==> config.mk <==
export PLATFORM = sky130hd
export DESIGN_NAME = gpio_port_latch_analog_select
export DESIGN_NICKNAME = d
export VERILOG_FILES = /design/src/gpio_port_pkg.sv /design/src/pin_priority_mux.sv /design/src/axil_reg_slave.sv /design/src/gpio_port_latch_analog_select.sv
export VERILOG_INCLUDE_DIRS = /design/src
export SDC_FILE = /design/constraint.sdc
export NUM_CORES = 1
export LEC_CHECK = 0
export BUFFER_PORTS_ARGS = -buffer_cell sky130_fd_sc_hd__buf_2
export CAP_MARGIN = 20
export CORE_MARGIN = 4
export CORE_UTILIZATION = 43
export CTS_BUF_LIST = sky130_fd_sc_hd__clkbuf_16
export DETAILED_ROUTE_END_ITERATION = 12
export HOLD_SLACK_MARGIN = 0.12
export PLACE_DENSITY = 0.75
export SLEW_MARGIN = 20
export SYNTH_ARGS = -nofsm -noshare
export SYNTH_HDL_FRONTEND = slang
export SYNTH_SLANG_ARGS = --single-unit
==> constraint.sdc <==
create_clock -name aclk -period 1.9 [get_ports aclk]
set_input_delay 0.095 -clock aclk [delete_from_list [all_inputs] [get_ports aclk]]
set_output_delay 0.095 -clock aclk [all_outputs]
set_load 0.03 [all_outputs]
==> src/gpio_port_params.svh <==
// Offsets, field masks, reset values and bus codes for the GPIO port block.
// Assumes a byte-addressed AXI4-Lite map with one 32-bit word per register.
//
// How it works
// Pin-value writes land in the output latch
// Pin-value reads return sampled pin levels
// Direction one turns the pin driver off
// Direction zero drives the latch onto pin
// Pin-value write is read-modify-write of pins
// Direction still drives pins in analog mode
// Analog-selected pins read zero digitally
// Analog select never gates digital output
// Implemented analog bits reset to one
// Port A analog bits five, three..zero
// Port B analog bits five..zero only
// Highest enabled output function owns pin
// Port B function priority order per pin
// Input functions stay live on outputs
// Port B direction resets to all inputs
// Latch read returns all eight latch bits
// Software sets direction input for analog
// Software clears analog bit for digital
// Pull-up off whenever pin is an output
// Latch and pin value survive warm resets
`ifndef GPIO_PORT_PARAMS_SVH
`define GPIO_PORT_PARAMS_SVH

// ----------------------------------------
// Register byte offsets
// ----------------------------------------
`define OFS_PORT_A_OUTPUT_LATCH 8'h00
`define OFS_PORT_A_ANALOG_SELECT 8'h04
`define OFS_PORT_B_PIN_VALUE 8'h08
`define OFS_PORT_B_DIRECTION 8'h0C
`define OFS_PORT_B_OUTPUT_LATCH 8'h10
`define OFS_PORT_B_ANALOG_SELECT 8'h14
`define OFS_PORT_B_PULLUP 8'h18
`define OFS_PULLUP_CONTROL 8'h1C

// ----------------------------------------
// Field masks and reset values
// ----------------------------------------
`define PORT_A_ANALOG_MASK 8'h2F
`define PORT_B_ANALOG_MASK 8'h3F
`define PORT_B_DIRECTION_RESET 8'hFF
`define PORT_B_PULLUP_RESET 8'hFF
`define GLOBAL_PULLUP_DISABLE_BIT 0
`define GLOBAL_PULLUP_DISABLE_RESET 1'b1

// ----------------------------------------
// Pin function slots and bus codes
// ----------------------------------------
`define FUNC_SLOTS 4
`define RESP_OKAY 2'b00
`define RESP_SLVERR 2'b10

`endif

==> src/gpio_port_pkg.sv <==
// Types shared by the GPIO port block: bus carriers and pin function requests.
// Assumes the parameter header is on the include path.
`default_nettype none

package gpio_port_pkg;
	`include "gpio_port_params.svh"

	// ----------------------------------------
	// AXI4-Lite carriers
	// ----------------------------------------
	typedef struct packed {
		logic awvalid;
		logic [7:0] awaddr;
		logic wvalid;
		logic [31:0] wdata;
		logic [3:0] wstrb;
		logic bready;
		logic arvalid;
		logic [7:0] araddr;
		logic rready;
	} axil_req_type;

	typedef struct packed {
		logic awready;
		logic wready;
		logic bvalid;
		logic [1:0] bresp;
		logic arready;
		logic rvalid;
		logic [31:0] rdata;
		logic [1:0] rresp;
	} axil_rsp_type;

	// One register write handed from the bus slave to the register file
	typedef struct packed {
		logic en;
		logic [7:0] addr;
		logic [7:0] data;
		logic strb;
	} reg_wr_type;

	// One peripheral's claim on a pin
	typedef struct packed {
		logic en;
		logic oe;
		logic out;
	} pin_func_type;

	// Mapped word addresses answer OKAY, everything else SLVERR
	function automatic logic addr_mapped(input logic [7:0] addr);
		case (addr)
			`OFS_PORT_A_OUTPUT_LATCH, `OFS_PORT_A_ANALOG_SELECT, `OFS_PORT_B_PIN_VALUE,
			`OFS_PORT_B_DIRECTION, `OFS_PORT_B_OUTPUT_LATCH, `OFS_PORT_B_ANALOG_SELECT,
			`OFS_PORT_B_PULLUP, `OFS_PULLUP_CONTROL: addr_mapped = 1'b1;
			default: addr_mapped = 1'b0;
		endcase
	endfunction : addr_mapped
endpackage : gpio_port_pkg

`default_nettype wire

==> src/pin_priority_mux.sv <==
// Per-pin output arbiter: the highest-ranked enabled function owns the driver.
// Assumes slot 0 is the highest rank and the port bit is the fallback.
`timescale 1ns/1ps
`default_nettype none

module pin_priority_mux #(
	parameter int SLOTS = 4
) (
	input wire gpio_port_pkg::pin_func_type [3:0] func,
	input wire logic port_oe,
	input wire logic port_out,
	output logic oe,
	output logic out
);
	import gpio_port_pkg::*;

	// Walk from lowest rank upward so the last hit is the highest rank
	always_comb begin
		oe = port_oe;
		out = port_out;
		for (int s = SLOTS - 1; s >= 0; s--) begin
			if (func[s].en) begin
				oe = func[s].oe;
				out = func[s].out;
			end
		end
	end
endmodule : pin_priority_mux

`default_nettype wire

==> src/axil_reg_slave.sv <==
// AXI4-Lite slave front end: takes address and data in either order, then
// issues one register write pulse; reads answer one cycle after the address.
// Assumes the register file supplies read data combinationally from araddr.
`timescale 1ns/1ps
`default_nettype none

module axil_reg_slave (
	input wire logic aclk,
	input wire logic aresetn,
	input wire gpio_port_pkg::axil_req_type req,
	input wire logic [31:0] rd_data,
	output gpio_port_pkg::axil_rsp_type rsp,
	output gpio_port_pkg::reg_wr_type wr
);
	import gpio_port_pkg::*;

	logic aw_have_q;
	logic w_have_q;
	logic [7:0] awaddr_q;
	logic [7:0] wdata_q;
	logic wstrb_q;
	logic awready_q;
	logic wready_q;
	logic bvalid_q;
	logic [1:0] bresp_q;
	logic arready_q;
	logic rvalid_q;
	logic [31:0] rdata_q;
	logic [1:0] rresp_q;

	// ----------------------------------------
	// Write channels
	// ----------------------------------------
	// Ready drops once a beat is held, so each channel holds at most one
	always_ff @(posedge aclk) begin
		if (!aresetn) begin
			awready_q <= 1'b1;
			wready_q <= 1'b1;
			aw_have_q <= 1'b0;
			w_have_q <= 1'b0;
			awaddr_q <= 8'h00;
			wdata_q <= 8'h00;
			wstrb_q <= 1'b0;
			bvalid_q <= 1'b0;
			bresp_q <= `RESP_OKAY;
			wr <= '0;
		end else begin
			wr.en <= 1'b0;
			if (req.awvalid && awready_q) begin
				awready_q <= 1'b0;
				aw_have_q <= 1'b1;
				awaddr_q <= req.awaddr;
			end
			if (req.wvalid && wready_q) begin
				wready_q <= 1'b0;
				w_have_q <= 1'b1;
				wdata_q <= req.wdata[7:0];
				wstrb_q <= req.wstrb[0];
			end
			if (aw_have_q && w_have_q) begin
				aw_have_q <= 1'b0;
				w_have_q <= 1'b0;
				wr.en <= 1'b1;
				wr.addr <= awaddr_q;
				wr.data <= wdata_q;
				wr.strb <= wstrb_q;
				bvalid_q <= 1'b1;
				bresp_q <= addr_mapped(awaddr_q) ? `RESP_OKAY : `RESP_SLVERR;
			end
			if (bvalid_q && req.bready) begin
				bvalid_q <= 1'b0;
				awready_q <= 1'b1;
				wready_q <= 1'b1;
			end
		end
	end

	// ----------------------------------------
	// Read channels
	// ----------------------------------------
	always_ff @(posedge aclk) begin
		if (!aresetn) begin
			arready_q <= 1'b1;
			rvalid_q <= 1'b0;
			rdata_q <= 32'h0000_0000;
			rresp_q <= `RESP_OKAY;
		end else if (req.arvalid && arready_q) begin
			arready_q <= 1'b0;
			rvalid_q <= 1'b1;
			rdata_q <= rd_data;
			rresp_q <= addr_mapped(req.araddr) ? `RESP_OKAY : `RESP_SLVERR;
		end else if (rvalid_q && req.rready) begin
			rvalid_q <= 1'b0;
			arready_q <= 1'b1;
		end
	end

	// Fields gathered in one place so the carrier has a single driver
	always_comb begin
		rsp.awready = awready_q;
		rsp.wready = wready_q;
		rsp.bvalid = bvalid_q;
		rsp.bresp = bresp_q;
		rsp.arready = arready_q;
		rsp.rvalid = rvalid_q;
		rsp.rdata = rdata_q;
		rsp.rresp = rresp_q;
	end
endmodule : axil_reg_slave

`default_nettype wire

==> src/gpio_port_latch_analog_select.sv <==
// Port A latch and analog select, and the full port B: pin sampling, output
// latch, direction, analog select, pull-up gating and function priority.
// Assumes pins and peripheral requests are synchronous to aclk and that the
// pad ring resolves pin_oe/pin_out into the wire level.
`timescale 1ns/1ps
`default_nettype none

module gpio_port_latch_analog_select (
	input wire logic aclk,
	input wire logic aresetn,
	input wire gpio_port_pkg::axil_req_type axil_req,
	output gpio_port_pkg::axil_rsp_type axil_rsp,
	input wire logic [7:0] pin_in,
	output logic [7:0] pin_out,
	output logic [7:0] pin_oe,
	input wire gpio_port_pkg::pin_func_type [7:0][3:0] func_req,
	output logic [7:0] pullup_en,
	output logic [7:0] digital_in,
	output logic [7:0] port_b_analog_bit,
	output logic [7:0] port_a_output_latch,
	output logic [7:0] port_a_analog_bit
);
	import gpio_port_pkg::*;
	`include "gpio_port_params.svh"

	reg_wr_type wr;
	logic [31:0] rd_data;
	logic [7:0] port_a_output_latch_q;
	logic [7:0] port_a_analog_select_q;
	logic [7:0] port_b_direction_q;
	logic [7:0] port_b_output_latch_q;
	logic [7:0] port_b_analog_select_q;
	logic [7:0] port_b_pullup_q;
	logic global_pullup_disable_q;
	logic [7:0] pin_sample_q;
	logic [7:0] digital_read;
	logic [7:0] mux_oe;
	logic [7:0] mux_out;

	// ----------------------------------------
	// Bus front end
	// ----------------------------------------
	axil_reg_slave u_bus (
		.aclk(aclk),
		.aresetn(aresetn),
		.req(axil_req),
		.rd_data(rd_data),
		.rsp(axil_rsp),
		.wr(wr)
	);

	// Write decode helpers
	function automatic logic hit(input reg_wr_type w, input logic [7:0] ofs);
		hit = w.en && w.strb && (w.addr == ofs);
	endfunction : hit

	// ----------------------------------------
	// Pin sampling and digital read path
	// ----------------------------------------
	// No reset: pin value is undefined at power up and kept over warm resets
	always_ff @(posedge aclk) begin
		pin_sample_q <= pin_in;
	end

	// Analog-selected pins have their input buffer off and read as zero
	assign digital_read = pin_sample_q & ~port_b_analog_select_q;

	// ----------------------------------------
	// Output latches
	// ----------------------------------------
	// Latches skip aresetn so contents survive every reset but power-up
	always_ff @(posedge aclk) begin
		if (hit(wr, `OFS_PORT_A_OUTPUT_LATCH)) begin
			port_a_output_latch_q <= wr.data;
		end
	end

	// A pin-value write goes to the latch, never straight to the pins.
	// Without the low byte lane the read half of the read-modify-write
	// still happens: the digital pin read, analog pins as zero, is copied into the latch.
	always_ff @(posedge aclk) begin
		if (wr.en && wr.addr == `OFS_PORT_B_PIN_VALUE) begin
			port_b_output_latch_q <= wr.strb ? wr.data : digital_read;
		end else if (hit(wr, `OFS_PORT_B_OUTPUT_LATCH)) begin
			port_b_output_latch_q <= wr.data;
		end
	end

	// ----------------------------------------
	// Direction and analog select
	// ----------------------------------------
	always_ff @(posedge aclk) begin
		if (!aresetn) begin
			port_b_direction_q <= `PORT_B_DIRECTION_RESET;
		end else if (hit(wr, `OFS_PORT_B_DIRECTION)) begin
			port_b_direction_q <= wr.data;
		end
	end

	// Unimplemented bits are masked on every write so they stay zero
	always_ff @(posedge aclk) begin
		if (!aresetn) begin
			port_a_analog_select_q <= `PORT_A_ANALOG_MASK;
		end else if (hit(wr, `OFS_PORT_A_ANALOG_SELECT)) begin
			port_a_analog_select_q <= wr.data & `PORT_A_ANALOG_MASK;
		end
	end

	always_ff @(posedge aclk) begin
		if (!aresetn) begin
			port_b_analog_select_q <= `PORT_B_ANALOG_MASK;
		end else if (hit(wr, `OFS_PORT_B_ANALOG_SELECT)) begin
			port_b_analog_select_q <= wr.data & `PORT_B_ANALOG_MASK;
		end
	end

	// ----------------------------------------
	// Weak pull-up controls
	// ----------------------------------------
	always_ff @(posedge aclk) begin
		if (!aresetn) begin
			port_b_pullup_q <= `PORT_B_PULLUP_RESET;
			global_pullup_disable_q <= `GLOBAL_PULLUP_DISABLE_RESET;
		end else begin
			if (hit(wr, `OFS_PORT_B_PULLUP)) begin
				port_b_pullup_q <= wr.data;
			end
			if (hit(wr, `OFS_PULLUP_CONTROL)) begin
				global_pullup_disable_q <= wr.data[`GLOBAL_PULLUP_DISABLE_BIT];
			end
		end
	end

	// ----------------------------------------
	// Register read mux
	// ----------------------------------------
	// Decoded from araddr directly; the slave registers the answer
	always_comb begin
		rd_data = 32'h0000_0000;
		case (axil_req.araddr)
			`OFS_PORT_A_OUTPUT_LATCH: rd_data[7:0] = port_a_output_latch_q;
			`OFS_PORT_A_ANALOG_SELECT: rd_data[7:0] = port_a_analog_select_q;
			`OFS_PORT_B_PIN_VALUE: rd_data[7:0] = digital_read;
			`OFS_PORT_B_DIRECTION: rd_data[7:0] = port_b_direction_q;
			`OFS_PORT_B_OUTPUT_LATCH: rd_data[7:0] = port_b_output_latch_q;
			`OFS_PORT_B_ANALOG_SELECT: rd_data[7:0] = port_b_analog_select_q;
			`OFS_PORT_B_PULLUP: rd_data[7:0] = port_b_pullup_q;
			`OFS_PULLUP_CONTROL: rd_data[`GLOBAL_PULLUP_DISABLE_BIT] = global_pullup_disable_q;
			default: rd_data = 32'h0000_0000;
		endcase
	end

	// ----------------------------------------
	// Per-pin output priority
	// ----------------------------------------
	// Pins 0..3: lcd segment, analog channel, special, change interrupt.
	// Pins 4..5: lcd common, analog channel, change interrupt.
	// Pins 6..7: debug clock or data, lcd segment, change interrupt.
	// The port bit always ranks last; direction drives it whatever the
	// analog select says, so analog select never appears here.
	for (genvar p = 0; p < 8; p++) begin : g_pin
		pin_priority_mux #(
			.SLOTS(p < 4 ? `FUNC_SLOTS : `FUNC_SLOTS - 1)
		) u_mux (
			.func(func_req[p]),
			.port_oe(~port_b_direction_q[p]),
			.port_out(port_b_output_latch_q[p]),
			.oe(mux_oe[p]),
			.out(mux_out[p])
		);
	end

	// ----------------------------------------
	// Registered pin and peripheral outputs
	// ----------------------------------------
	// One flop stage keeps the pad drivers glitch free; costs a cycle
	always_ff @(posedge aclk) begin
		if (!aresetn) begin
			pin_oe <= 8'h00;
			pin_out <= 8'h00;
		end else begin
			pin_oe <= mux_oe;
			pin_out <= mux_out & mux_oe;
		end
	end

	// Pull-up only on pins whose driver is off
	always_ff @(posedge aclk) begin
		if (!aresetn) begin
			pullup_en <= 8'h00;
		end else begin
			pullup_en <= port_b_pullup_q & ~mux_oe & {8{~global_pullup_disable_q}};
		end
	end

	// Peripheral inputs keep listening even while the pin drives
	always_ff @(posedge aclk) begin
		if (!aresetn) begin
			digital_in <= 8'h00;
			port_b_analog_bit <= `PORT_B_ANALOG_MASK;
			port_a_analog_bit <= `PORT_A_ANALOG_MASK;
			port_a_output_latch <= 8'h00;
		end else begin
			digital_in <= digital_read;
			port_b_analog_bit <= port_b_analog_select_q;
			port_a_analog_bit <= port_a_analog_select_q;
			port_a_output_latch <= port_a_output_latch_q;
		end
	end
endmodule : gpio_port_latch_analog_select

`default_nettype wire

Word level (Yosys, flattened, before mapping)
Memory sizes are Yosys's and may differ from the RTL's. A register that Yosys moved wholly into a read port is not among the register bits.
Index checks and enable logic that the tools add are counted.

word-level totals
  register bits after elaboration = 157
  input port bits = 163
  memories = 2
  bits in latches = 0
  memory bits (writable) = 0
  logic and storage cells = 163
  bits in read-only memories = 64
  output and inout port bits = 97

operators by class
  multiplexer cells = 76
  divide/modulo/power cells = 0
  bitwise logic cells = 16
  $add $sub $neg = 0
  multipliers = 0
  reduce and logical (&&, ||, !) cells = 23
  order comparisons = 0
  shift operators = 0
  equal/unequal tests = 14

memories
  memory           words  bits a word  rd ports  clocked after Yosys merged registers in  write ports  line                 text
  (no name shown)  32     1            1         0                                        0            gpio_port_pkg.sv:51  case (addr)
  (no name shown)  32     1            1         1                                        0            gpio_port_pkg.sv:51

operators with widths
  operator            count
  $mux 1              66
  $eq 8x5->1 const B  8
  $pmux 7 s7          1
  $and 8x8->8         4
  $eq 8x4->1 const B  4
  $mux 8              3
  $mux 18             1
  $eq 8x3->1 const B  2
  $logic_not 8->1     2
  $logic_and 1x1->1   15
  $mux 5              2
  $not 1->1           10
  $not 6->8           1
  $not 8->8           1
  $pmux 1 s8          1
  $logic_not 3->1     2
  $mux 2              2
  $reduce_bool 2->1   2
  $reduce_or 2->1     2

Depth between registers and ports, before layout
  word-level depth = 8
  depth in mapped cells = 6
  gate-level depth less buffers = 4

Cells and area by module
Synthesis repeated with hierarchy kept, for this count alone.

unflattened totals
  cells, all modules = 728
  area, all modules = 7,563.5 um^2

modules (own cells, without submodules)
  module                                  times used  sequential area each (um^2)  cells each  area an instance (um^2)
  gpio_port_latch_analog_select           1           2,222.1                      335         3,910.0
  axil_reg_slave                          1           1,541.5                      309         3,072.9
  pin_priority_mux at g_pin[0].u_mux ...  4           0.0                          13          85.1
  pin_priority_mux at g_pin[4].u_mux ...  4           0.0                          8           60.1

Worst setup path after synthesis
No wires, ideal clock.

  kind = flip-flop to flip-flop
  from = reg, netlist name u_bus.wr[14]
  to = reg port_b_output_latch_q[0] (data pin)
  setup slack = -114 ps
  library setup time = 260 ps
  arrival time = 1,754 ps
  buffers on the path = 1
  period minus slack after synthesis = 2,014 ps
  required time = 1,640 ps
  stages on the path, launching flop included = 5
  cells stage by stage = dfxtp_1 or4b_1 or4_4 buf_6 mux2_4

between the ends
  cells in the longest elaborated chain, start to end = 3

RTL lines
  element                      line                                 text
  $eq 8x4->1 (no line)         -
  $logic_and 1x1->1 (no line)  -
  $mux 8                       gpio_port_latch_analog_select.sv:82  if (wr.en && wr.addr == `OFS_PORT_B_PIN_VALUE) begin
  end signal: assignment       gpio_port_latch_analog_select.sv:83  port_b_output_latch_q <= wr.strb ? wr.data : digital_read;
  end signal: assignment       gpio_port_latch_analog_select.sv:85  port_b_output_latch_q <= wr.data;
  end: declaration             gpio_port_latch_analog_select.sv:31  logic [7:0] port_b_output_latch_q;

Every way passes these cells.
A chain may end at the register's enable or synchronous reset.

Worst setup path in the final report
  from = reg, netlist name u_bus.wr[11]
  to = reg port_b_output_latch_q[7] (data pin)

between the ends
  cells in the longest elaborated chain, start to end = 3

RTL lines
  element                      line
  $eq 8x4->1 (no line)         -
  $logic_and 1x1->1 (no line)  -
  $mux 8                       gpio_port_latch_analog_select.sv:82

Every way passes these cells.

==> results.json <==
{
  "status": "finished, violations left",
  "violations": "setup timing",
  "io_pins": 260,
  "cts_max_path_buffers": 2,
  "drive_gt1_share_pct": 30.43,
  "min_path_type": "input port to register",
  "grt_pass1_vias": 5330,
  "synth_edf_count": 16,
  "p_leak_nw": 4.127,
  "die_x_um": 128.7,
  "port_buffers": 189,
  "clkLatencyLatePin_ps": 430,
  "track_usage_pct": 19.80,
  "arrival_ps": 2190,
  "avgSynthCellArea_um2": 10.15,
  "start_util_pct": 44.43,
  "wl_per_cell_um": 15.63,
  "die_y_um": 128.7,
  "fillers": 1133,
  "core_um2": 14100,
  "cp-start-kind": "register",
  "cts_buffers": 17,
  "via_per_inst": 5.019,
  "synthFlopType": "dfxtp_1",
  "finClkSkew_ps": 18.24,
  "tightestPinTransition_ps": 619.2,
  "gp_congestion": 0.7882,
  "setup.worst_path.end_class": "register",
  "async_flop_share_pct": 0,
  "synth_cells": 617,
  "fin_nets": 1057,
  "wirelength_mm": 16.99,
  "crit_type": "register to register",
  "synth_seq_cells": 156,
  "area_growth_pct": 40.06,
  "cts_tree": "done",
  "setup_viol": 8,
  "grt_max_degree": 49,
  "finalWorstSetupSlack_ps": -119.7,
  "die_area_um2": 16560,
  "final_cells": 1087,
  "fmax_ghz": 0.4951,
  "rsz0062_at_grt": "true",
  "syn_area_um2": 6262,
  "final_hold_viol_count": 0,
  "ant_nets": 0,
  "antennaDiodeCount": 0,
  "netlist-cell-type-count": 52,
  "ys_seq_area_share_pct": 52.43,
  "overflow": 0,
  "power_mw": 7.562,
  "ff_latch_area_um2": 3283,
  "multiInputGateArea_um2": 2725,
  "grt_pass1_wl_mm": 25.90,
  "fin_crit_sh_pct": 106.3,
  "dr.pass1.iters": 5,
  "dp_hpwl_mm": 11.61,
  "root_buffer": "clkbuf_16",
  "cts_sinks": 156,
  "rows": 43,
  "drcViolationCount": 0,
  "drv_slew": 0,
  "via_count": 5456,
  "clk_pin_slew_ps": 60,
  "yosysWarnings": 0,
  "slew_headroom_pct": 58.57,
  "antenna_found_initial": 0,
  "htree_levels": 4,
  "maxCapViolCount": 0,
  "timing.final.crit_period_ps": 2020,
  "place_inst": 979,
  "crit_fanout": 5,
  "required_ps": 2070,
  "ir_drop_mv": 0.6813,
  "power_density_nw_per_um2": 862.1,
  "first_iter_violations": 275
}
-- layer usage --
| metal | track usage (%) | vias to the layer above | share of wire (%) |
|---|---|---|---|
| met5 | 0 | - | 0 |
| met4 | 5.930 | 0 | 1.4 |
| met3 | 5.687 | 22 | 6.8 |
| met2 | 34.85 | 198 | 50 |
| met1 | 23.39 | 2558 | 42 |
| li1 | - | 2678 | - |
-- power by group --
part | total, mW | leakage [nW] | switching [mW] | internal [mW]
clock network | 3.33 | 0.301 | 1.27 | 2.06
logic | 0.794 | 2.50 | 0.438 | 0.357
registers | 3.43 | 1.32 | 0.0403 | 3.39
-- path summary, 6_finish.rpt --
path / end / depth (start not counted) / slack, ps / start
worst max register to register: port_b_output_latch_q[7] / 3 / -120 / u_bus.wr[11]
worst min-delay path: pullup_en[5] / 4 / 120 / func_req[64]
worst max-delay path: port_b_output_latch_q[7] / 3 / -120 / u_bus.wr[11]
worst min register to register: u_bus.wstrb_q / 2 / 460 / u_bus.wstrb_q
-- sequential cells by signal (all words and copies together) (netlist names), 5 cells and up, named ones only --
register / count
port_a_analog_select_q: 5
u_bus.rdata_q: 8
port_b_analog_bit: 6
port_a_output_latch: 8
pullup_en: 8
port_b_output_latch_q: 8
digital_in: 8
u_bus.wdata_q: 8
port_b_analog_select_q: 6
u_bus.wr: 18
port_a_analog_bit: 5
port_b_direction_q: 8
pin_oe: 8
u_bus.awaddr_q: 8
pin_sample_q: 8
port_b_pullup_q: 8
port_a_output_latch_q: 8
pin_out: 8
-- through the flow --
| stage | instance area (µm²) | utilization [%] | hold WS, ps | setup slack [ps] | TNS (ps) |
|---|---|---|---|---|---|
| floorplan | 6379 | - | 122.7 | -113.3 | -793.0 |
| CTS | 8747 | 62.05 | 131.7 | -122.6 | -726.2 |
| global placement | 7361 | 52.22 | 197.7 | -128.9 | -898.8 |
| global route | 8771 | 62.22 | 157.6 | -140.6 | -931.8 |
| detailed placement | 7361 | 52.22 | 198.6 | -133.6 | -919.3 |
| finish | 8771 | 62.22 | 123.6 | -119.7 | -716.7 |
-- logic make-up after synthesis --
group	Yosys count	share of synthesized area [%]
AOI/OAI and AO/OA	123	13.85
buffers and inverters	76	6.853
DFF	156	52.43
muxes	55	10.05
other	1	0.05988
and+or+nand+nor	206	16.76
-- repair_timing --
action / in CTS / in global routing
endpoints found under the hold margin: 65 / 1
pin swaps: 2 / 1
setup endpoints to repair: 7 / 18
gates cloned: 1 / 0
gates resized for setup: 4 / 12
hold buffers: 76 / 1
buffers inserted: 1 / 0
-- Yosys cell counts (2+ instances only) --
library cell / number / area share, %
nand2_1: 81 / 4.9
nor3_1: 3 / 0.24
a31oi_1: 4 / 0.40
nand2b_1: 16 / 1.6
o31a_1: 5 / 0.70
and3_1: 8 / 0.80
nand3b_1: 10 / 1.2
o31ai_1: 3 / 0.36
nand3_1: 12 / 0.96
a221oi_1: 4 / 0.56
buf_1: 4 / 0.24
nor2_1: 27 / 1.6
a2111oi_0: 8 / 1.1
mux4_2: 3 / 1.1
and2_1: 20 / 2.0
a22oi_1: 13 / 1.6
nor2b_1: 16 / 1.6
a21oi_1: 32 / 2.6
mux2_2: 5 / 0.90
nor4bb_1: 2 / 0.32
a211o_1: 4 / 0.56
clkbuf_1: 21 / 1.3
mux2_4: 7 / 1.7
a211oi_1: 4 / 0.48
or4b_1: 3 / 0.48
edfxtp_1: 16 / 7.7
mux2i_1: 40 / 6.4
a22o_1: 22 / 3.1
dfxtp_1: 140 / 45
o21ai_0: 16 / 1.3
buf_4: 36 / 4.3
inv_1: 12 / 0.72
-- placed cells by master, fill, tap and decap left out, types with 4 or more instances in the layout --
master           n
a22o_1          22
and3_1           8
buf_2          189
nand3_1         11
mux2i_1         40
nor2_1          27
mux2_4           7
a2111oi_0        4
a21oi_1         32
dfxtp_1        140
clkbuf_16       19
inv_1           14
nor2b_1         16
nand2b_1        16
a211oi_1         4
a22oi_1         13
a31oi_1          4
o21ai_0         15
clkinv_2         4
buf_4           26
and2_1          20
mux2_2           5
nand2_1         81
a211o_1          4
dlygate4sd3_1   74
o31a_1           5
edfxtp_1        16
conb_1          31
nand3b_1        10
-- critical path, stage by stage (launching register included) --
cell and delay [ps]:
dfxtp_1 310, or4b_4 560, or4_4 580, mux2_4 320
-- layout make-up --
| cell class | instances | area share (%) |
|---|---|---|
| Clock inverter | 13 | 1.369 |
| Sequential cell | 156 | 37.43 |
| Inverter | 13 | 0.5563 |
| Tap cell | 180 | 2.568 |
| Multi-Input combinational cell | 416 | 31.07 |
| Timing Repair Buffer | 290 | 21.58 |
| Clock buffer | 19 | 5.421 |
Note: power is estimated with default switching activity, not from simulation.
